**src/ssp_pkg.sv**
```systemverilog
package ssp_pkg;
  // ------------------------------------------------------------
  // register map (byte addresses)
  // ------------------------------------------------------------
  localparam logic [11:0] ADDR_STATUS  = 12'h000;
  localparam logic [11:0] ADDR_RELOAD  = 12'h004;
  localparam logic [11:0] ADDR_MASK    = 12'h008;
  localparam logic [11:0] ADDR_CONTROL = 12'h00c;
  localparam logic [11:0] ADDR_RXDATA  = 12'h010;
  localparam logic [11:0] ADDR_TXDATA  = 12'h014;
  // ------------------------------------------------------------
  // status fields
  // ------------------------------------------------------------
  localparam int STAT_SAMPLE_BIT = 7;
  localparam int STAT_EDGE_BIT   = 6;
  localparam int STAT_FULL_BIT   = 0;
  // ------------------------------------------------------------
  // control fields
  // ------------------------------------------------------------
  localparam int CTRL_ENABLE_BIT = 0;
  localparam int CTRL_MODE_LSB   = 1;
  localparam int CTRL_MODE_W     = 2;
  localparam int CTRL_ADDR10_BIT = 3;
  localparam int CTRL_IDLE_BIT   = 4;
  // ------------------------------------------------------------
  // reset values, ten-bit header and synchroniser depth
  // ------------------------------------------------------------
  localparam logic [7:0] RST_STATUS  = 8'h00;
  localparam logic [7:0] RST_RELOAD  = 8'h00;
  localparam logic [7:0] RST_MASK    = 8'hff;
  localparam logic [7:0] RST_CONTROL = 8'h00;
  localparam logic [4:0] TEN_BIT_HDR = 5'h1e;
  localparam int         SYNC_DEPTH  = 3;

  typedef enum logic [1:0] {
    SSP_SPI_MASTER = 2'b00,
    SSP_SPI_SLAVE  = 2'b01,
    SSP_I2C_MASTER = 2'b10,
    SSP_I2C_SLAVE  = 2'b11
  } ssp_mode_t;
endpackage : ssp_pkg

```
**src/ssp_buf2.sv**
```systemverilog
`timescale 1ns/100ps
module ssp_buf2 (
  input  wire logic       clk,
  input  wire logic       reset_n,
  input  wire logic       in_valid,
  output logic            in_ready,
  input  wire logic [7:0] in_data,
  output logic            out_valid,
  input  wire logic       out_ready,
  output logic [7:0]      out_data,
  output logic            full
);
  logic [7:0] mem_r [2];
  logic       wr_r;
  logic       rd_r;
  logic [1:0] cnt_r;
  logic       push;
  logic       pop;

  assign in_ready  = (cnt_r != 2'd2);
  assign out_valid = (cnt_r != 2'd0);
  assign full      = (cnt_r == 2'd2);
  assign push      = in_valid & in_ready;
  assign pop       = out_valid & out_ready;
  assign out_data  = mem_r[rd_r];

  always_ff @(posedge clk or negedge reset_n) begin
    if (!reset_n) begin
      mem_r[0] <= 8'h00;
      mem_r[1] <= 8'h00;
    end else if (push) begin
      mem_r[wr_r] <= in_data;
    end
  end

  always_ff @(posedge clk or negedge reset_n) begin
    if (!reset_n) begin
      wr_r  <= 1'b0;
      rd_r  <= 1'b0;
      cnt_r <= 2'd0;
    end else begin
      if (push) wr_r <= ~wr_r;
      if (pop) rd_r <= ~rd_r;
      if (push && !pop) cnt_r <= cnt_r + 2'd1;
      else if (pop && !push) cnt_r <= cnt_r - 2'd1;
    end
  end
endmodule : ssp_buf2

```
**src/ssp_regs.sv**
```systemverilog
`timescale 1ns/100ps
module ssp_regs (
  input  wire logic        clk,
  input  wire logic        reset_n,
  input  wire logic        psel,
  input  wire logic        penable,
  input  wire logic        pwrite,
  input  wire logic [11:0] paddr,
  input  wire logic [31:0] pwdata,
  output logic [31:0]      prdata,
  output logic             pready,
  output logic             pslverr,
  input  wire logic        sck_in,
  input  wire logic        sdi_in,
  input  wire logic        ss_n_in,
  output logic             sck_out,
  output logic             sck_oe_n,
  output logic             sdo_out,
  input  wire logic        addr_byte_valid,
  input  wire logic [7:0]  addr_byte,
  input  wire logic        addr_high_phase,
  output logic             addr_match
);
  // ------------------------------------------------------------
  // registers
  // ------------------------------------------------------------
  logic [7:0] status_r;
  logic [7:0] reload_r;
  logic [7:0] mask_r;
  logic [7:0] control_r;
  logic [7:0] tx_r;
  logic       tx_pend_r;
  logic       wr_en;
  logic       rd_en;
  logic       mapped;
  ssp_pkg::ssp_mode_t mode;
  logic       enable;
  logic       master;
  logic       cke;
  logic       input_sample_phase;
  logic       idle_lvl;

  assign mode     = ssp_pkg::ssp_mode_t'(control_r[ssp_pkg::CTRL_MODE_LSB +: ssp_pkg::CTRL_MODE_W]);
  assign enable   = control_r[ssp_pkg::CTRL_ENABLE_BIT];
  assign master   = (mode == ssp_pkg::SSP_SPI_MASTER) || (mode == ssp_pkg::SSP_I2C_MASTER);
  assign cke      = status_r[ssp_pkg::STAT_EDGE_BIT];
  assign input_sample_phase      = status_r[ssp_pkg::STAT_SAMPLE_BIT];
  assign idle_lvl = control_r[ssp_pkg::CTRL_IDLE_BIT];

  // ------------------------------------------------------------
  // apb slave
  // ------------------------------------------------------------
  assign pready  = 1'b1;
  assign wr_en   = psel & penable & pwrite;
  assign rd_en   = psel & penable & ~pwrite;
  assign mapped  = (paddr == ssp_pkg::ADDR_STATUS) || (paddr == ssp_pkg::ADDR_RELOAD) ||
                   (paddr == ssp_pkg::ADDR_MASK) || (paddr == ssp_pkg::ADDR_CONTROL) ||
                   (paddr == ssp_pkg::ADDR_RXDATA) || (paddr == ssp_pkg::ADDR_TXDATA);
  assign pslverr = psel & penable & ~mapped;

  // buffer wiring
  logic       rx_push;
  logic       rx_in_ready;
  logic [7:0] rx_shift_r;
  logic       rx_valid;
  logic [7:0] rx_data;
  logic       rx_pop;

  assign rx_pop = rd_en && (paddr == ssp_pkg::ADDR_RXDATA);

  logic [7:0] status_rd;
  always_comb begin
    status_rd = {status_r[7:6], 5'h00, rx_valid};
  end

  always_ff @(posedge clk or negedge reset_n) begin
    if (!reset_n) begin
      prdata <= 32'h0000_0000;
    end else if (psel && !penable && !pwrite) begin
      case (paddr)
        ssp_pkg::ADDR_STATUS:  prdata <= {24'h000000, status_rd};
        ssp_pkg::ADDR_RELOAD:  prdata <= {24'h000000, reload_r};
        ssp_pkg::ADDR_MASK:    prdata <= {24'h000000, mask_r};
        ssp_pkg::ADDR_CONTROL: prdata <= {24'h000000, control_r};
        ssp_pkg::ADDR_RXDATA:  prdata <= {24'h000000, rx_data};
        ssp_pkg::ADDR_TXDATA:  prdata <= {24'h000000, tx_r};
        default:               prdata <= 32'h0000_0000;
      endcase
    end
  end

  // only the low byte is stored, so upper-byte writes vanish
  always_ff @(posedge clk or negedge reset_n) begin
    if (!reset_n) begin
      status_r  <= ssp_pkg::RST_STATUS;
      reload_r  <= ssp_pkg::RST_RELOAD;
      mask_r    <= ssp_pkg::RST_MASK;
      control_r <= ssp_pkg::RST_CONTROL;
    end else begin
      if (wr_en && paddr == ssp_pkg::ADDR_STATUS) begin
        status_r <= {pwdata[7:6], 6'h00};
      end
      if (wr_en && paddr == ssp_pkg::ADDR_RELOAD) reload_r <= pwdata[7:0];
      if (wr_en && paddr == ssp_pkg::ADDR_MASK) mask_r <= pwdata[7:0];
      if (wr_en && paddr == ssp_pkg::ADDR_CONTROL) control_r <= pwdata[7:0];
      if (mode == ssp_pkg::SSP_SPI_SLAVE) status_r[ssp_pkg::STAT_SAMPLE_BIT] <= 1'b0;
    end
  end

  // ------------------------------------------------------------
  // pin synchronisers
  // ------------------------------------------------------------
  logic [ssp_pkg::SYNC_DEPTH-1:0] sck_s_r;
  logic [ssp_pkg::SYNC_DEPTH-1:0] sdi_s_r;
  logic [ssp_pkg::SYNC_DEPTH-1:0] ss_s_r;
  logic sck_q_r;
  logic sdi_q_r;
  logic ss_n_q_r;

  always_ff @(posedge clk or negedge reset_n) begin
    if (!reset_n) begin
      sck_s_r  <= '0;
      sdi_s_r  <= '0;
      ss_s_r   <= '1;
      sck_q_r  <= 1'b0;
      sdi_q_r  <= 1'b0;
      ss_n_q_r <= 1'b1;
    end else begin
      sck_s_r <= {sck_s_r[1:0], sck_in};
      sdi_s_r <= {sdi_s_r[1:0], sdi_in};
      ss_s_r  <= {ss_s_r[1:0], ss_n_in};
      // a change counts only once stages two and three agree
      if (sck_s_r[1] == sck_s_r[2]) sck_q_r <= sck_s_r[2];
      if (sdi_s_r[1] == sdi_s_r[2]) sdi_q_r <= sdi_s_r[2];
      if (ss_s_r[1] == ss_s_r[2]) ss_n_q_r <= ss_s_r[2];
    end
  end

  // ------------------------------------------------------------
  // baud generator and master clock
  // ------------------------------------------------------------
  logic [7:0] baud_cnt_r;
  logic       half_tick;
  logic       sck_gen_r;
  logic [3:0] edge_cnt_r;
  logic       busy_r;

  assign half_tick = (baud_cnt_r == 8'h00);

  always_ff @(posedge clk or negedge reset_n) begin
    if (!reset_n) begin
      baud_cnt_r <= 8'h00;
    end else if (!busy_r || half_tick) begin
      baud_cnt_r <= reload_r;
    end else begin
      baud_cnt_r <= baud_cnt_r - 8'h01;
    end
  end

  // ------------------------------------------------------------
  // spi shifter: master edges from generator, slave from pin
  // ------------------------------------------------------------
  logic sck_prev_r;
  logic act_edge;
  logic idle_edge;
  logic sck_now;
  logic shift_edge;
  logic samp_edge;
  logic [7:0] tx_sh_r;
  logic [2:0] bit_cnt_r;
  logic       busy_d_r;
  logic       sck_live;
  logic       first_hold;

  assign sck_now   = master ? sck_gen_r : sck_q_r;
  assign act_edge  = (sck_now != sck_prev_r) && (sck_now != idle_lvl);
  assign idle_edge = (sck_now != sck_prev_r) && (sck_now == idle_lvl);
  assign shift_edge = cke ? idle_edge : act_edge;
  // end-of-time sampling waits for the next output edge
  assign samp_edge = (master && input_sample_phase) ? shift_edge : (cke ? act_edge : idle_edge);
  // last master edge is seen a cycle after busy drops, so the delayed copy keeps it live
  assign sck_live   = master ? (busy_r || busy_d_r) : !ss_n_q_r;
  // first leading edge drives the msb already shown; end sampling keeps the old order to line up
  assign first_hold = !cke && !(master && input_sample_phase) && (bit_cnt_r == 3'd0);

  always_ff @(posedge clk or negedge reset_n) begin
    if (!reset_n) begin
      sck_gen_r  <= 1'b0;
      edge_cnt_r <= 4'h0;
      busy_r     <= 1'b0;
      sck_prev_r <= 1'b0;
      tx_sh_r    <= 8'h00;
      bit_cnt_r  <= 3'd0;
      rx_shift_r <= 8'h00;
      rx_push    <= 1'b0;
      tx_pend_r  <= 1'b0;
      tx_r       <= 8'h00;
      busy_d_r   <= 1'b0;
    end else begin
      sck_prev_r <= sck_now;
      busy_d_r   <= busy_r;
      rx_push    <= 1'b0;
      if (wr_en && paddr == ssp_pkg::ADDR_TXDATA) begin
        tx_r      <= pwdata[7:0];
        tx_pend_r <= 1'b1;
      end
      if (!busy_r) sck_gen_r <= idle_lvl;
      if (enable && master && !busy_r && !busy_d_r && tx_pend_r && rx_in_ready) begin
        busy_r     <= 1'b1;
        edge_cnt_r <= 4'h0;
        tx_sh_r    <= tx_r;
        tx_pend_r  <= 1'b0;
        bit_cnt_r  <= 3'd0;
      end else if (busy_r && half_tick) begin
        sck_gen_r  <= ~sck_gen_r;
        edge_cnt_r <= edge_cnt_r + 4'h1;
        if (edge_cnt_r == 4'hf) busy_r <= 1'b0;
      end
      if (enable && !master && ss_n_q_r) begin
        bit_cnt_r <= 3'd0;
        tx_sh_r   <= tx_r;
      end
      if (enable && samp_edge && sck_live) begin
        rx_shift_r <= {rx_shift_r[6:0], sdi_q_r};
        bit_cnt_r  <= bit_cnt_r + 3'd1;
        if (bit_cnt_r == 3'd7) rx_push <= 1'b1;
      end
      if (enable && shift_edge && sck_live && !first_hold) begin
        tx_sh_r <= {tx_sh_r[6:0], 1'b0};
      end
    end
  end

  assign sck_out  = sck_gen_r;
  assign sck_oe_n = ~(enable && master);
  assign sdo_out  = tx_sh_r[7];

  ssp_buf2 u_rx_buf (
    .clk       (clk),
    .reset_n   (reset_n),
    .in_valid  ({rx_push}),
    .in_ready  (rx_in_ready),
    .in_data   (rx_shift_r),
    .out_valid (rx_valid),
    .out_ready (rx_pop),
    .out_data  (rx_data),
    .full      ()
  );

  // ------------------------------------------------------------
  // i2c slave address match
  // ------------------------------------------------------------
  logic [7:0] care;
  logic [7:0] diff;
  always_comb begin
    diff = (addr_byte ^ reload_r) & ~mask_r;
    care = 8'hff;
    if (!control_r[ssp_pkg::CTRL_ADDR10_BIT]) begin
      care = 8'hfe;
    end else if (addr_high_phase) begin
      care = 8'h06;
    end
    // low phase keeps all eight bits
  end

  always_ff @(posedge clk or negedge reset_n) begin
    if (!reset_n) begin
      addr_match <= 1'b0;
    end else if (addr_byte_valid) begin
      addr_match <= enable && (mode == ssp_pkg::SSP_I2C_SLAVE) && ((diff & care) == 8'h00) &&
                    (!control_r[ssp_pkg::CTRL_ADDR10_BIT] || !addr_high_phase ||
                     addr_byte[7:3] == ssp_pkg::TEN_BIT_HDR);
    end
  end
endmodule : ssp_regs

```
**config.mk**
```make
export PLATFORM = sky130hd
export DESIGN_NAME = ssp_regs
export DESIGN_NICKNAME = d
export VERILOG_FILES = /design/src/ssp_pkg.sv /design/src/ssp_buf2.sv /design/src/ssp_regs.sv
export SDC_FILE = /design/constraint.sdc
export NUM_CORES = 1
export LEC_CHECK = 0
export BUFFER_PORTS_ARGS = -buffer_cell sky130_fd_sc_hd__buf_2
export CAP_MARGIN = 30
export CORE_MARGIN = 5
export CORE_UTILIZATION = 43
export CTS_CLUSTER_SIZE = 8
export DETAILED_ROUTE_END_ITERATION = 8
export GPL_TIMING_DRIVEN = 0
export PLACE_DENSITY = 0.64
export SYNTH_ARGS = -nofsm -noshare
export SYNTH_HDL_FRONTEND = slang
export SYNTH_SLANG_ARGS = --single-unit
```
**constraint.sdc**
```tcl
create_clock -name clk -period 3.2 [get_ports clk]
set_input_delay 0.48 -clock clk [delete_from_list [all_inputs] [get_ports clk]]
set_output_delay 0.48 -clock clk [all_outputs]
set_load 0.05 [all_outputs]
```
# == After elaboration in Yosys (flattened, before gate mapping) ==
# Index checks and enable logic that the tools add are counted.
# totals
register_bits,136
output_inout_bits,38
# classes
add_sub_neg,5
magnitude_cmp,3
n_eq_ne,18
muxes,37
bitwise_logic,18
reduce_logical,69
# op_table
op,count
8-bit two-way mux,11
8-bit case mux with 6 select lines,1
1-bit logical AND,32
"12-bit by 4-bit == test with 1-bit output, second input constant",2
"12-bit by 5-bit == test with 1-bit output, second input constant",2
8-bit bitwise AND,2
16-bit bitwise mux,1
8-bit zero test,2
1-bit two-way mux,16
1-bit zero test,13
"12-bit by 3-bit == test with 1-bit output, second input constant",1
12-bit zero test,1
2-bit nonzero test,6
1-bit logical OR,10
3-bit two-way mux,3
8-bit demux with 1-bit select,1
4-bit two-way mux,2
8-bit NOT,1
"8-bit by 1-bit subtractor with 8-bit output, second input constant",1
8-bit XOR,1
1-bit bitwise AND,6
1-bit NOT,6
3-bit nonzero test,2
"5-bit == test, second input constant",1
other kinds (18),26

# == Logic depth before layout (Yosys ltp) ==
# Gate-level depths: netlist (run 1).
# logic_depth
word_depth,10
depth_mapped,9

# == Cells and area by module ==
# Synthesis (run 1) repeated with hierarchy kept, for this count alone.
# unflattened
cells_unflattened,450
area_unflattened_um2,5520.3
# by_module_without_submodules
module,instances,cells_per_inst,area_per_inst_um2,seq_area_each_um2
ssp_regs,1,390,4619.4,2317.2
ssp_buf2,1,60,900.9,500.5

# == Worst setup path after synthesis (run 1) ==
# OpenSTA, ideal clock, no wires.
# synth_path
kind,input to register
start,in paddr[4]
end,reg u_rx_buf.cnt_r[1]
setup_time_ns,0.079
t_arrival_ns,2.567
setup_slack_ns,0.554
path_stages,9
path_cell_list,buf_2 -> or3b_2 -> clkbuf_1 -> or3_1 -> or3_1 -> ha_1 -> xor2_1 -> nor2_1 -> xor2_1
# synth_via
elab_chain_cells,6
# synth_lines
element,line_no,rtl
start: declaration,ssp_regs.sv:8,"input wire logic [11:0] paddr,"
12-bit by 5-bit == test with 1-bit output *,ssp_regs.sv:69,assign rx_pop = rd_en && (paddr == ssp_pkg::ADDR_RXDATA);
1-bit logical AND *,ssp_regs.sv:69,
1-bit bitwise AND *,ssp_buf2.sv:24,assign pop = out_valid & out_ready;
1-bit zero test,ssp_buf2.sv:44,if (push && !pop) cnt_r <= cnt_r + 2'd1;
1-bit logical AND,ssp_buf2.sv:44,
2-bit two-way mux or 2-bit nonzero test (tied branches),-,
end signal: assignment,ssp_buf2.sv:44,
end signal: assignment,ssp_buf2.sv:45,else if (pop && !push) cnt_r <= cnt_r - 2'd1;
end: declaration,ssp_buf2.sv:16,logic [1:0] cnt_r;
# Every way passes the cells marked *; elsewhere a longest branch is shown, timed or not.
# A chain may end at the register's enable or synchronous reset.

# == Final worst setup path (run 1) ==
# layout_path
start,reg control_r[1]
end,reg tx_sh_r[3]
# layout_via
elab_chain_cells,10
# layout_lines
element,line_no,rtl
start: declaration,ssp_regs.sv:30,logic [7:0] control_r;
start signal: assignment,ssp_regs.sv:98,control_r <= ssp_pkg::RST_CONTROL;
start signal: assignment,ssp_regs.sv:105,if (wr_en && paddr == ssp_pkg::ADDR_CONTROL) control_r <= pwdata[7:0];
2-bit == test or 2-bit zero test (tied branches),ssp_regs.sv:45,assign master = (mode == ssp_pkg::SSP_SPI_MASTER) || (mode == ssp_pkg::SSP_I2C_MASTER);
1-bit logical OR *,ssp_regs.sv:45,
1-bit two-way mux,ssp_regs.sv:175,assign sck_now = master ? sck_gen_r : sck_q_r;
1-bit != test (tied with other cells),"ssp_regs.sv:176, ssp_regs.sv:177",
1-bit logical AND (on tied branches),"ssp_regs.sv:176, ssp_regs.sv:177",
1-bit two-way mux,ssp_regs.sv:178,assign shift_edge = cke ? idle_edge : act_edge;
1-bit logical AND (3 in series),ssp_regs.sv:228,if (enable && shift_edge && sck_live && !first_hold) begin
3-bit nonzero test (no source line) or 8-bit two-way mux (tied branches),-,
end signal: assignment,ssp_regs.sv:211,tx_sh_r <= tx_r;
end signal: assignment,ssp_regs.sv:221,tx_sh_r <= tx_r;
end signal: assignment,ssp_regs.sv:229,"tx_sh_r <= {tx_sh_r[6:0], 1'b0};"
end: declaration,ssp_regs.sv:169,logic [7:0] tx_sh_r;
# Marks and branches as above.

==> flow_summary_export.csv, run 1 <==
group,metric,value,unit
run_status,status,"finished, final reports clean",
sta,worstMarginPinSlew,0.9876,ns
logic_synthesis,ys_seq_area_share,51.50,%
global_route,grt_overflow,0,
sta,layout_setup_ws,0.6284,ns
cts,cts_repair_resize_count,0,
logic_synthesis,ys_types,59,
layout,area_growth_syn_to_layout,15.92,%
sta,fin_hold_ws,0.2231,ns
critical_path,cp_slowest_stage_delay,0.63,ns
global_route,grt_pass1_vias,3688,
global_route,grt.total_usage,16.70,%
placed_design,hpwl,8986,µm
cts,insertion_delay,0.35,ns
route,num_vias,3657,
power,p_total,0.002768,W
cts,cts_tree,"built",
floorplanning,die-area,0.01508,mm²
sta,rsz0062_at_grt,"false",
layout,drive_gt1_share,36.13,%
critical_path,worstSetupEndpointType,"flop",
sta,final.min_clock_period,2.572,ns
cts,htree_levels,3,
critical_path,cp_data_arrival_time,2.80,ns
critical_path,crit_required,3.43,ns
floorplanning,initial_core_util,43.53,%
power,vdd_ir_drop_max,247.6,µV
critical_path,reg2reg_slack,0.63,ns
sta,final_hold_viol_count,0,
route,route.detailed.drc,0,
logic_synthesis,ys_top_cells_by_area,"dfrtp_1 (46%), mux2_2 (17%), dfstp_2 (5.8%)",
layout,nNetsFinal,601,
sta,max_freq,388.9,MHz
floorplanning,die_w,122.8,µm
critical_path,critPathKind,"reg2reg",
sta,finalCritPeriodShare,80.36,%
floorplanning,ioPinCount,100,
critical_path,crit_fanout,10,
logic_synthesis,synth.avg_cell_area,12.19,µm²
logic_synthesis,synth_seq_cells,112,
global_route,grt_start_max_net_pins,66,
cts,clockBufferDepth,2,
logic_synthesis,synthArstFlopShare,100.0,%
cts,cts_inserted_buffers,9,
layout,antenna_cells,0,
logic_synthesis,synth_ff_type,"dfrtp_1",
power,power_density,436.5,mW/mm²
min_path,hold_path.class,"in2reg",
route,vias_per_cell,5.158,
placed_design,portBuffers,48,
route,ant_nets,0,
cts,clock-sinks,112,
placed_design,gp_congestion,0.8069,
global_route,antenna_found_initial,1,
cts,path_clk_slew,0.07,ns
floorplanning,dieHeight,122.8,µm
critical_path,critPathLaunchType,"flop",
power,leakage,3.079,nW
cts,cts-root-buf,"clkbuf_16",
sta,finalMaxSlewViolations,0,
sta,relSlewSlack,33.55,%
logic_synthesis,yosysTopAreaCell,"dfrtp_1",
route,routed_wl,12020,µm
sta,setup_tns,0,ns
logic_synthesis,yosysTopAreaCellShare,45.74,%
layout,regArea,0.002818,mm²
global_route,grt_first_pass_wirelength,19320,µm
layout,fillers,1137,
cts,postCtsSetupBuffers,0,
logic_synthesis,yosysWarnings,0,
sta,fin_skew,0.008515,ns
critical_path,crit_slowest_cell,"o31ai_2",
route,first_iter_violations,206,
flow_run,maxCapViolations,0,
floorplanning,rows,41,
critical_path,cp_cell_sequence,"clkbuf_1 -> or3_1 -> clkbuf_1 -> o31ai_2 -> mux2_2 -> mux2_2",
layout,multi_input_area,0.002445,mm²
floorplanning,core_area,0.01257,mm²
cts,cts_hold_repair.buffers,0,
logic_synthesis,synthesis.instances,449,
route,detail_route.wl_per_cell,16.95,µm
placed_design,place_ws,0.3064,ns
logic_synthesis,synth_area,0.005471,mm²
sta,setup_violations,0,
logic_synthesis,synth_edf_count,0,
route,firstDrtPassIters,4,
[cells in the mapped netlist, types with 11 or more instances]
library cell / n
mux2_2: 81
nand2_1: 30
dfstp_2: 12
o21ai_0: 11
inv_1: 12
buf_4: 25
clkbuf_1: 13
nor2_1: 12
xnor2_1: 15
mux2i_1: 13
nand3_1: 13
dfrtp_1: 100
[cells in the final DEF (no fill, tap or decap), types with 3 or more instances in the layout]
master	count
buf_2	49
xor2_1	8
xnor2_1	15
clkbuf_1	14
conb_1	25
a22oi_1	6
buf_4	26
dfrtp_1	100
or3_1	6
nand3_1	13
nand2b_1	3
o221ai_1	7
o21ai_0	11
a22o_1	8
mux2_2	81
maj3_1	3
clkbuf_16	9
nor3_1	4
nand2_1	30
dfstp_2	12
nor4_1	4
nand4_1	3
o22ai_1	3
a21oi_1	3
inv_1	12
mux2i_1	13
nor2b_1	4
ha_1	7
nor2_1	12
[layer usage]
metal	up-vias	global-route usage [%]	wire, µm
met1	1830	22.28	5442
li1	1723	-	-
met2	82	27.26	5752
met3	20	2.765	576
met5	-	0	7
met4	2	6.508	237
[cell families after synthesis]
kind of cell | count (synthesis) | synth area share [%]
adders and majority gates | 10 | 2.150
buffers and inverters | 53 | 5.397
AOI/OAI and AO/OA | 52 | 7.089
other | 2 | 0.1373
xor gates and xnor gates | 23 | 3.682
muxes | 96 | 19.67
and+or+nand+nor | 101 | 10.38
DFF | 112 | 51.50
[sequential cells by signal, summed over array words and instances (netlist names), 4 cells and up]
signal / flops
baud_cnt_r: 8
prdata: 8
control_r: 8
tx_sh_r: 8
rx_shift_r: 8
edge_cnt_r: 4
reload_r: 8
tx_r: 8
u_rx_buf.mem_r: 16
mask_r: 8
[where the power goes]
part / total (W) / internal (W) / switching [W]
Combinational: 0.000203 / 0.0000596 / 0.000143
Clock: 0.00113 / 0.000628 / 0.000504
Sequential: 0.00143 / 0.00143 / 0.00000567
Total: 0.00277 / 0.00212 / 0.000653
[critical path: cells and delay by family, from the launching register on]
kind / cells / cell delay [ns]
compound gates: 1 / 0.63
buf+inv: 2 / 0.40
simple gates: 1 / 0.39
mux: 2 / 0.66
flops: 1 / 0.36
[area by class of cell]
type / count / area share, %
multi-input cells: 307 / 38.55
clock inverters: 5 / 0.8877
repair buffers: 49 / 4.261
flip-flops and latches: 112 / 44.43
inverters: 12 / 0.7102
well taps: 172 / 3.393
plain buffers: 41 / 3.946
clock buffers: 11 / 3.827
[path summary, 6_finish.rpt]
kind	from	endpoint	depth (start not counted)
setup / recovery	control_r[1]	tx_sh_r[3]	6
max in group asynchronous	reset_n	ss_n_q_r	2
setup reg to reg	control_r[1]	tx_sh_r[3]	6
hold / removal	ss_n_in	ss_s_r[0]	1
min in group asynchronous	reset_n	baud_cnt_r[4]	1
hold reg to reg	sdi_s_r[0]	sdi_s_r[1]	0
[metrics by stage]
step,std cells,util [%],instance area (µm²)
floorplan,472,-,5558
global placement,692,47.84,6013
detailed placement,693,48.08,6043
CTS,709,50.46,6342
global route,709,50.46,6342
finish,709,50.46,6342
Note: power is estimated with default switching activity, not from simulation.
==> run 2: changes to the inputs <==
--- a/config.mk
+++ b/config.mk
@@ -12,7 +12,7 @@
 export CTS_CLUSTER_SIZE = 8
 export DETAILED_ROUTE_END_ITERATION = 8
 export GPL_TIMING_DRIVEN = 0
-export PLACE_DENSITY = 0.64
+export PLACE_DENSITY = 0.67
 export SYNTH_ARGS = -nofsm -noshare
 export SYNTH_HDL_FRONTEND = slang
 export SYNTH_SLANG_ARGS = --single-unit
==> constraint.sdc (replaced) <==
create_clock -name clk -period 2.1 [get_ports clk]
set_input_delay 0.315 -clock clk [delete_from_list [all_inputs] [get_ports clk]]
set_output_delay 0.315 -clock clk [all_outputs]
set_load 0.05 [all_outputs]
==> flow_summary_export.csv, run 2 (same netlist as run 1, synthesis figures left out) <==
group,metric,value,unit
cts,cts-root-buf,"clkbuf_16",
critical_path,critPathKind,"in2reg",
cts,htree_levels,3,
layout,largest_reg_flops,16,
route,detail_route.wl_per_cell,17.06,µm
layout,layout_commonest_cell,"dfrtp_1",
power,p_sw_share,22.73,%
global_route,grt_start_max_net_pins,67,
layout,largest_register,"u_rx_buf.mem_r",
sta,max_freq,464.8,MHz
floorplanning,die_w,122.8,µm
power,power_density,669.7,mW/mm²
floorplanning,ioPinCount,100,
sta,final.min_clock_period,2.151,ns
global_route,grt.total_usage,17.00,%
power,vdd_ir_drop_max,338.5,µV
layout,nNetsFinal,607,
placed_design,place_inst,693,
flow_run,maxCapViolations,0,
cts,cts_tree,"built",
route,firstDrtPassIters,4,
critical_path,cp_cell_sequence,"buf_8 -> or4b_4 -> or4_4 -> nor4bb_2 -> buf_4 -> mux2_2",
critical_path,crit_fanout,8,
global_route,grt_overflow,0,
critical_path,path_delay_family,"simple AND/OR/NAND/NOR gates",
route,vias_per_cell,5.249,
placed_design,gp_congestion,0.7906,
layout,antenna_cells,0,
power,pwr-share-comb,7.2,%
sta,final_hold_viol_count,0,
layout,area_growth_syn_to_layout,23.05,%
cts,path_clk_slew,0.07,ns
sta,worstMarginPinSlew,0.8443,ns
run_status,status,"finished, violations left",
run_status,violations,"negative setup slack",
route,first_iter_violations,266,
floorplanning,dieHeight,122.8,µm
route,routed_wl,12200,µm
sta,finalMaxSlewViolations,0,
cts,clock-sinks,112,
route,ant_nets,0,
critical_path,cp_data_arrival_time,2.39,ns
critical_path,worstSetupEndpointType,"flop",
cts,cts_inserted_buffers,9,
sta,finalCritPeriodShare,102.5,%
sta,setup_tns,-0.2386,ns
cts,insertion_delay,0.35,ns
critical_path,critPathLaunchType,"primary input",
layout,instances_no_fill,715,
route,route.detailed.drc,0,
critical_path,cp_num_buf_inv,2,
global_route,grt_pass1_vias,3775,
power,leakage,3.232,nW
placed_design,portBuffers,48,
placed_design,hpwl,8931,µm
power,internal_power,0.003484,W
layout,final_cell_mix,"dfrtp_1 (97), mux2_2 (60), buf_2 (45)",
sta,relSlewSlack,43.71,%
route,num_vias,3753,
sta,layout_setup_ws,-0.05149,ns
critical_path,crit_slowest_cell,"or4_4",
power,clockPowerShare,44.4,%
sta,rsz0062_at_grt,"true",
sta,setup_violations,12,
critical_path,crit_required,2.34,ns
critical_path,cp_slowest_stage_delay,0.56,ns
global_route,antenna_found_initial,0,
layout,drive_gt1_share,41.07,%
global_route,grt_first_pass_wirelength,19650,µm
floorplanning,core_area,0.01257,mm²
power,p_seq_share,48.4,%
min_path,hold_path.class,"in2reg",
floorplanning,rows,41,
floorplanning,die-area,0.01508,mm²
floorplanning,initial_core_util,43.53,%
power,switchingPower,0.001025,W
sta,fin_skew,0.007648,ns
cts,clockBufferDepth,2,
[run 2: final timing paths]
| path | startpoint | end | slack, ns | cells past startpoint |
|---|---|---|---|---|
| setup / recovery | paddr[0] | control_r[4] | -0.05 | 6 |
| hold / removal | ss_n_in | ss_s_r[0] | 0.06 | 1 |
| setup reg to reg | status_r[6] | rx_shift_r[3] | 0.08 | 5 |
| hold reg to reg | sdi_s_r[0] | sdi_s_r[1] | 0.35 | 0 |
| max in group asynchronous | reset_n | mask_r[7] | 1.27 | 2 |
| min in group asynchronous | reset_n | sdi_s_r[0] | 0.07 | 1 |
[run 2: worst reg2reg max path, cell delays in order (launching register included)]
cell and delay (ns):
dfrtp_1 0.47, xnor2_2 0.20, xnor2_1 0.32, mux2i_4 0.34, buf_4 0.23, mux2_2 0.35
[run 2: through the flow]
| step | power (W) | setup slack (ns) | hold WS, ns | util, % | area (µm²) |
|---|---|---|---|---|---|
| 4_1_cts | 0.004539 | -0.05117 | 0.05267 | 52.95 | 6655 |
| 3_3_place_gp | 0.002530 | -0.5452 | 0.3341 | 48.77 | 6130 |
| 3_5_place_dp | 0.002542 | -0.5527 | 0.3379 | 49.01 | 6160 |
| 2_1_floorplan | 0.002424 | -0.2138 | 0.01941 | - | 5674 |
| 5_1_grt | 0.004669 | -0.08194 | 0.05635 | 53.57 | 6733 |
| 6_report | 0.004509 | -0.05149 | 0.05846 | 53.57 | 6733 |
[run 2: routing by layer]
metal | routed length, µm | GRT usage [%] | up-vias | part of all wire (%)
li1 | - | - | 1732 | -
met1 | 5636 | 23.60 | 1898 | 46
met2 | 5629 | 26.48 | 105 | 46
met3 | 739 | 3.779 | 18 | 6.1
met4 | 197 | 5.598 | 0 | 1.6
met5 | 0 | 0 | - | 0
[run 2: power groups by stage]
stage	clock [W]	sequential (W)	combinational (W)
after detailed placement	0	0.00223	0.000317
after global routing	0.00213	0.00219	0.000351
after global placement	0	0.00222	0.000305
final	0.00200	0.00218	0.000323
after floorplan	0	0.00222	0.000200
after CTS	0.00203	0.00218	0.000321
[run 2: final cells by class]
cell class | instances | area (µm²)
fill | 1087 | 5836
sequential | 112 | 2821
multi-input combinational | 307 | 2619
timing repair buffer | 60 | 410.4
buffer | 36 | 266.5
clock buffer | 10 | 239.0
tap | 172 | 215.2
clock inverter | 6 | 116.4
inverter | 12 | 45.04
[run 2: repair_timing]
item                                    in CTS  in global routing
setup buffers                                8                  3
gates resized for setup                     14                 16
hold buffers                                 0                  0
endpoints found under the setup margin      52                 56
pin swaps                                    8                  7
gates cloned                                 0                  0
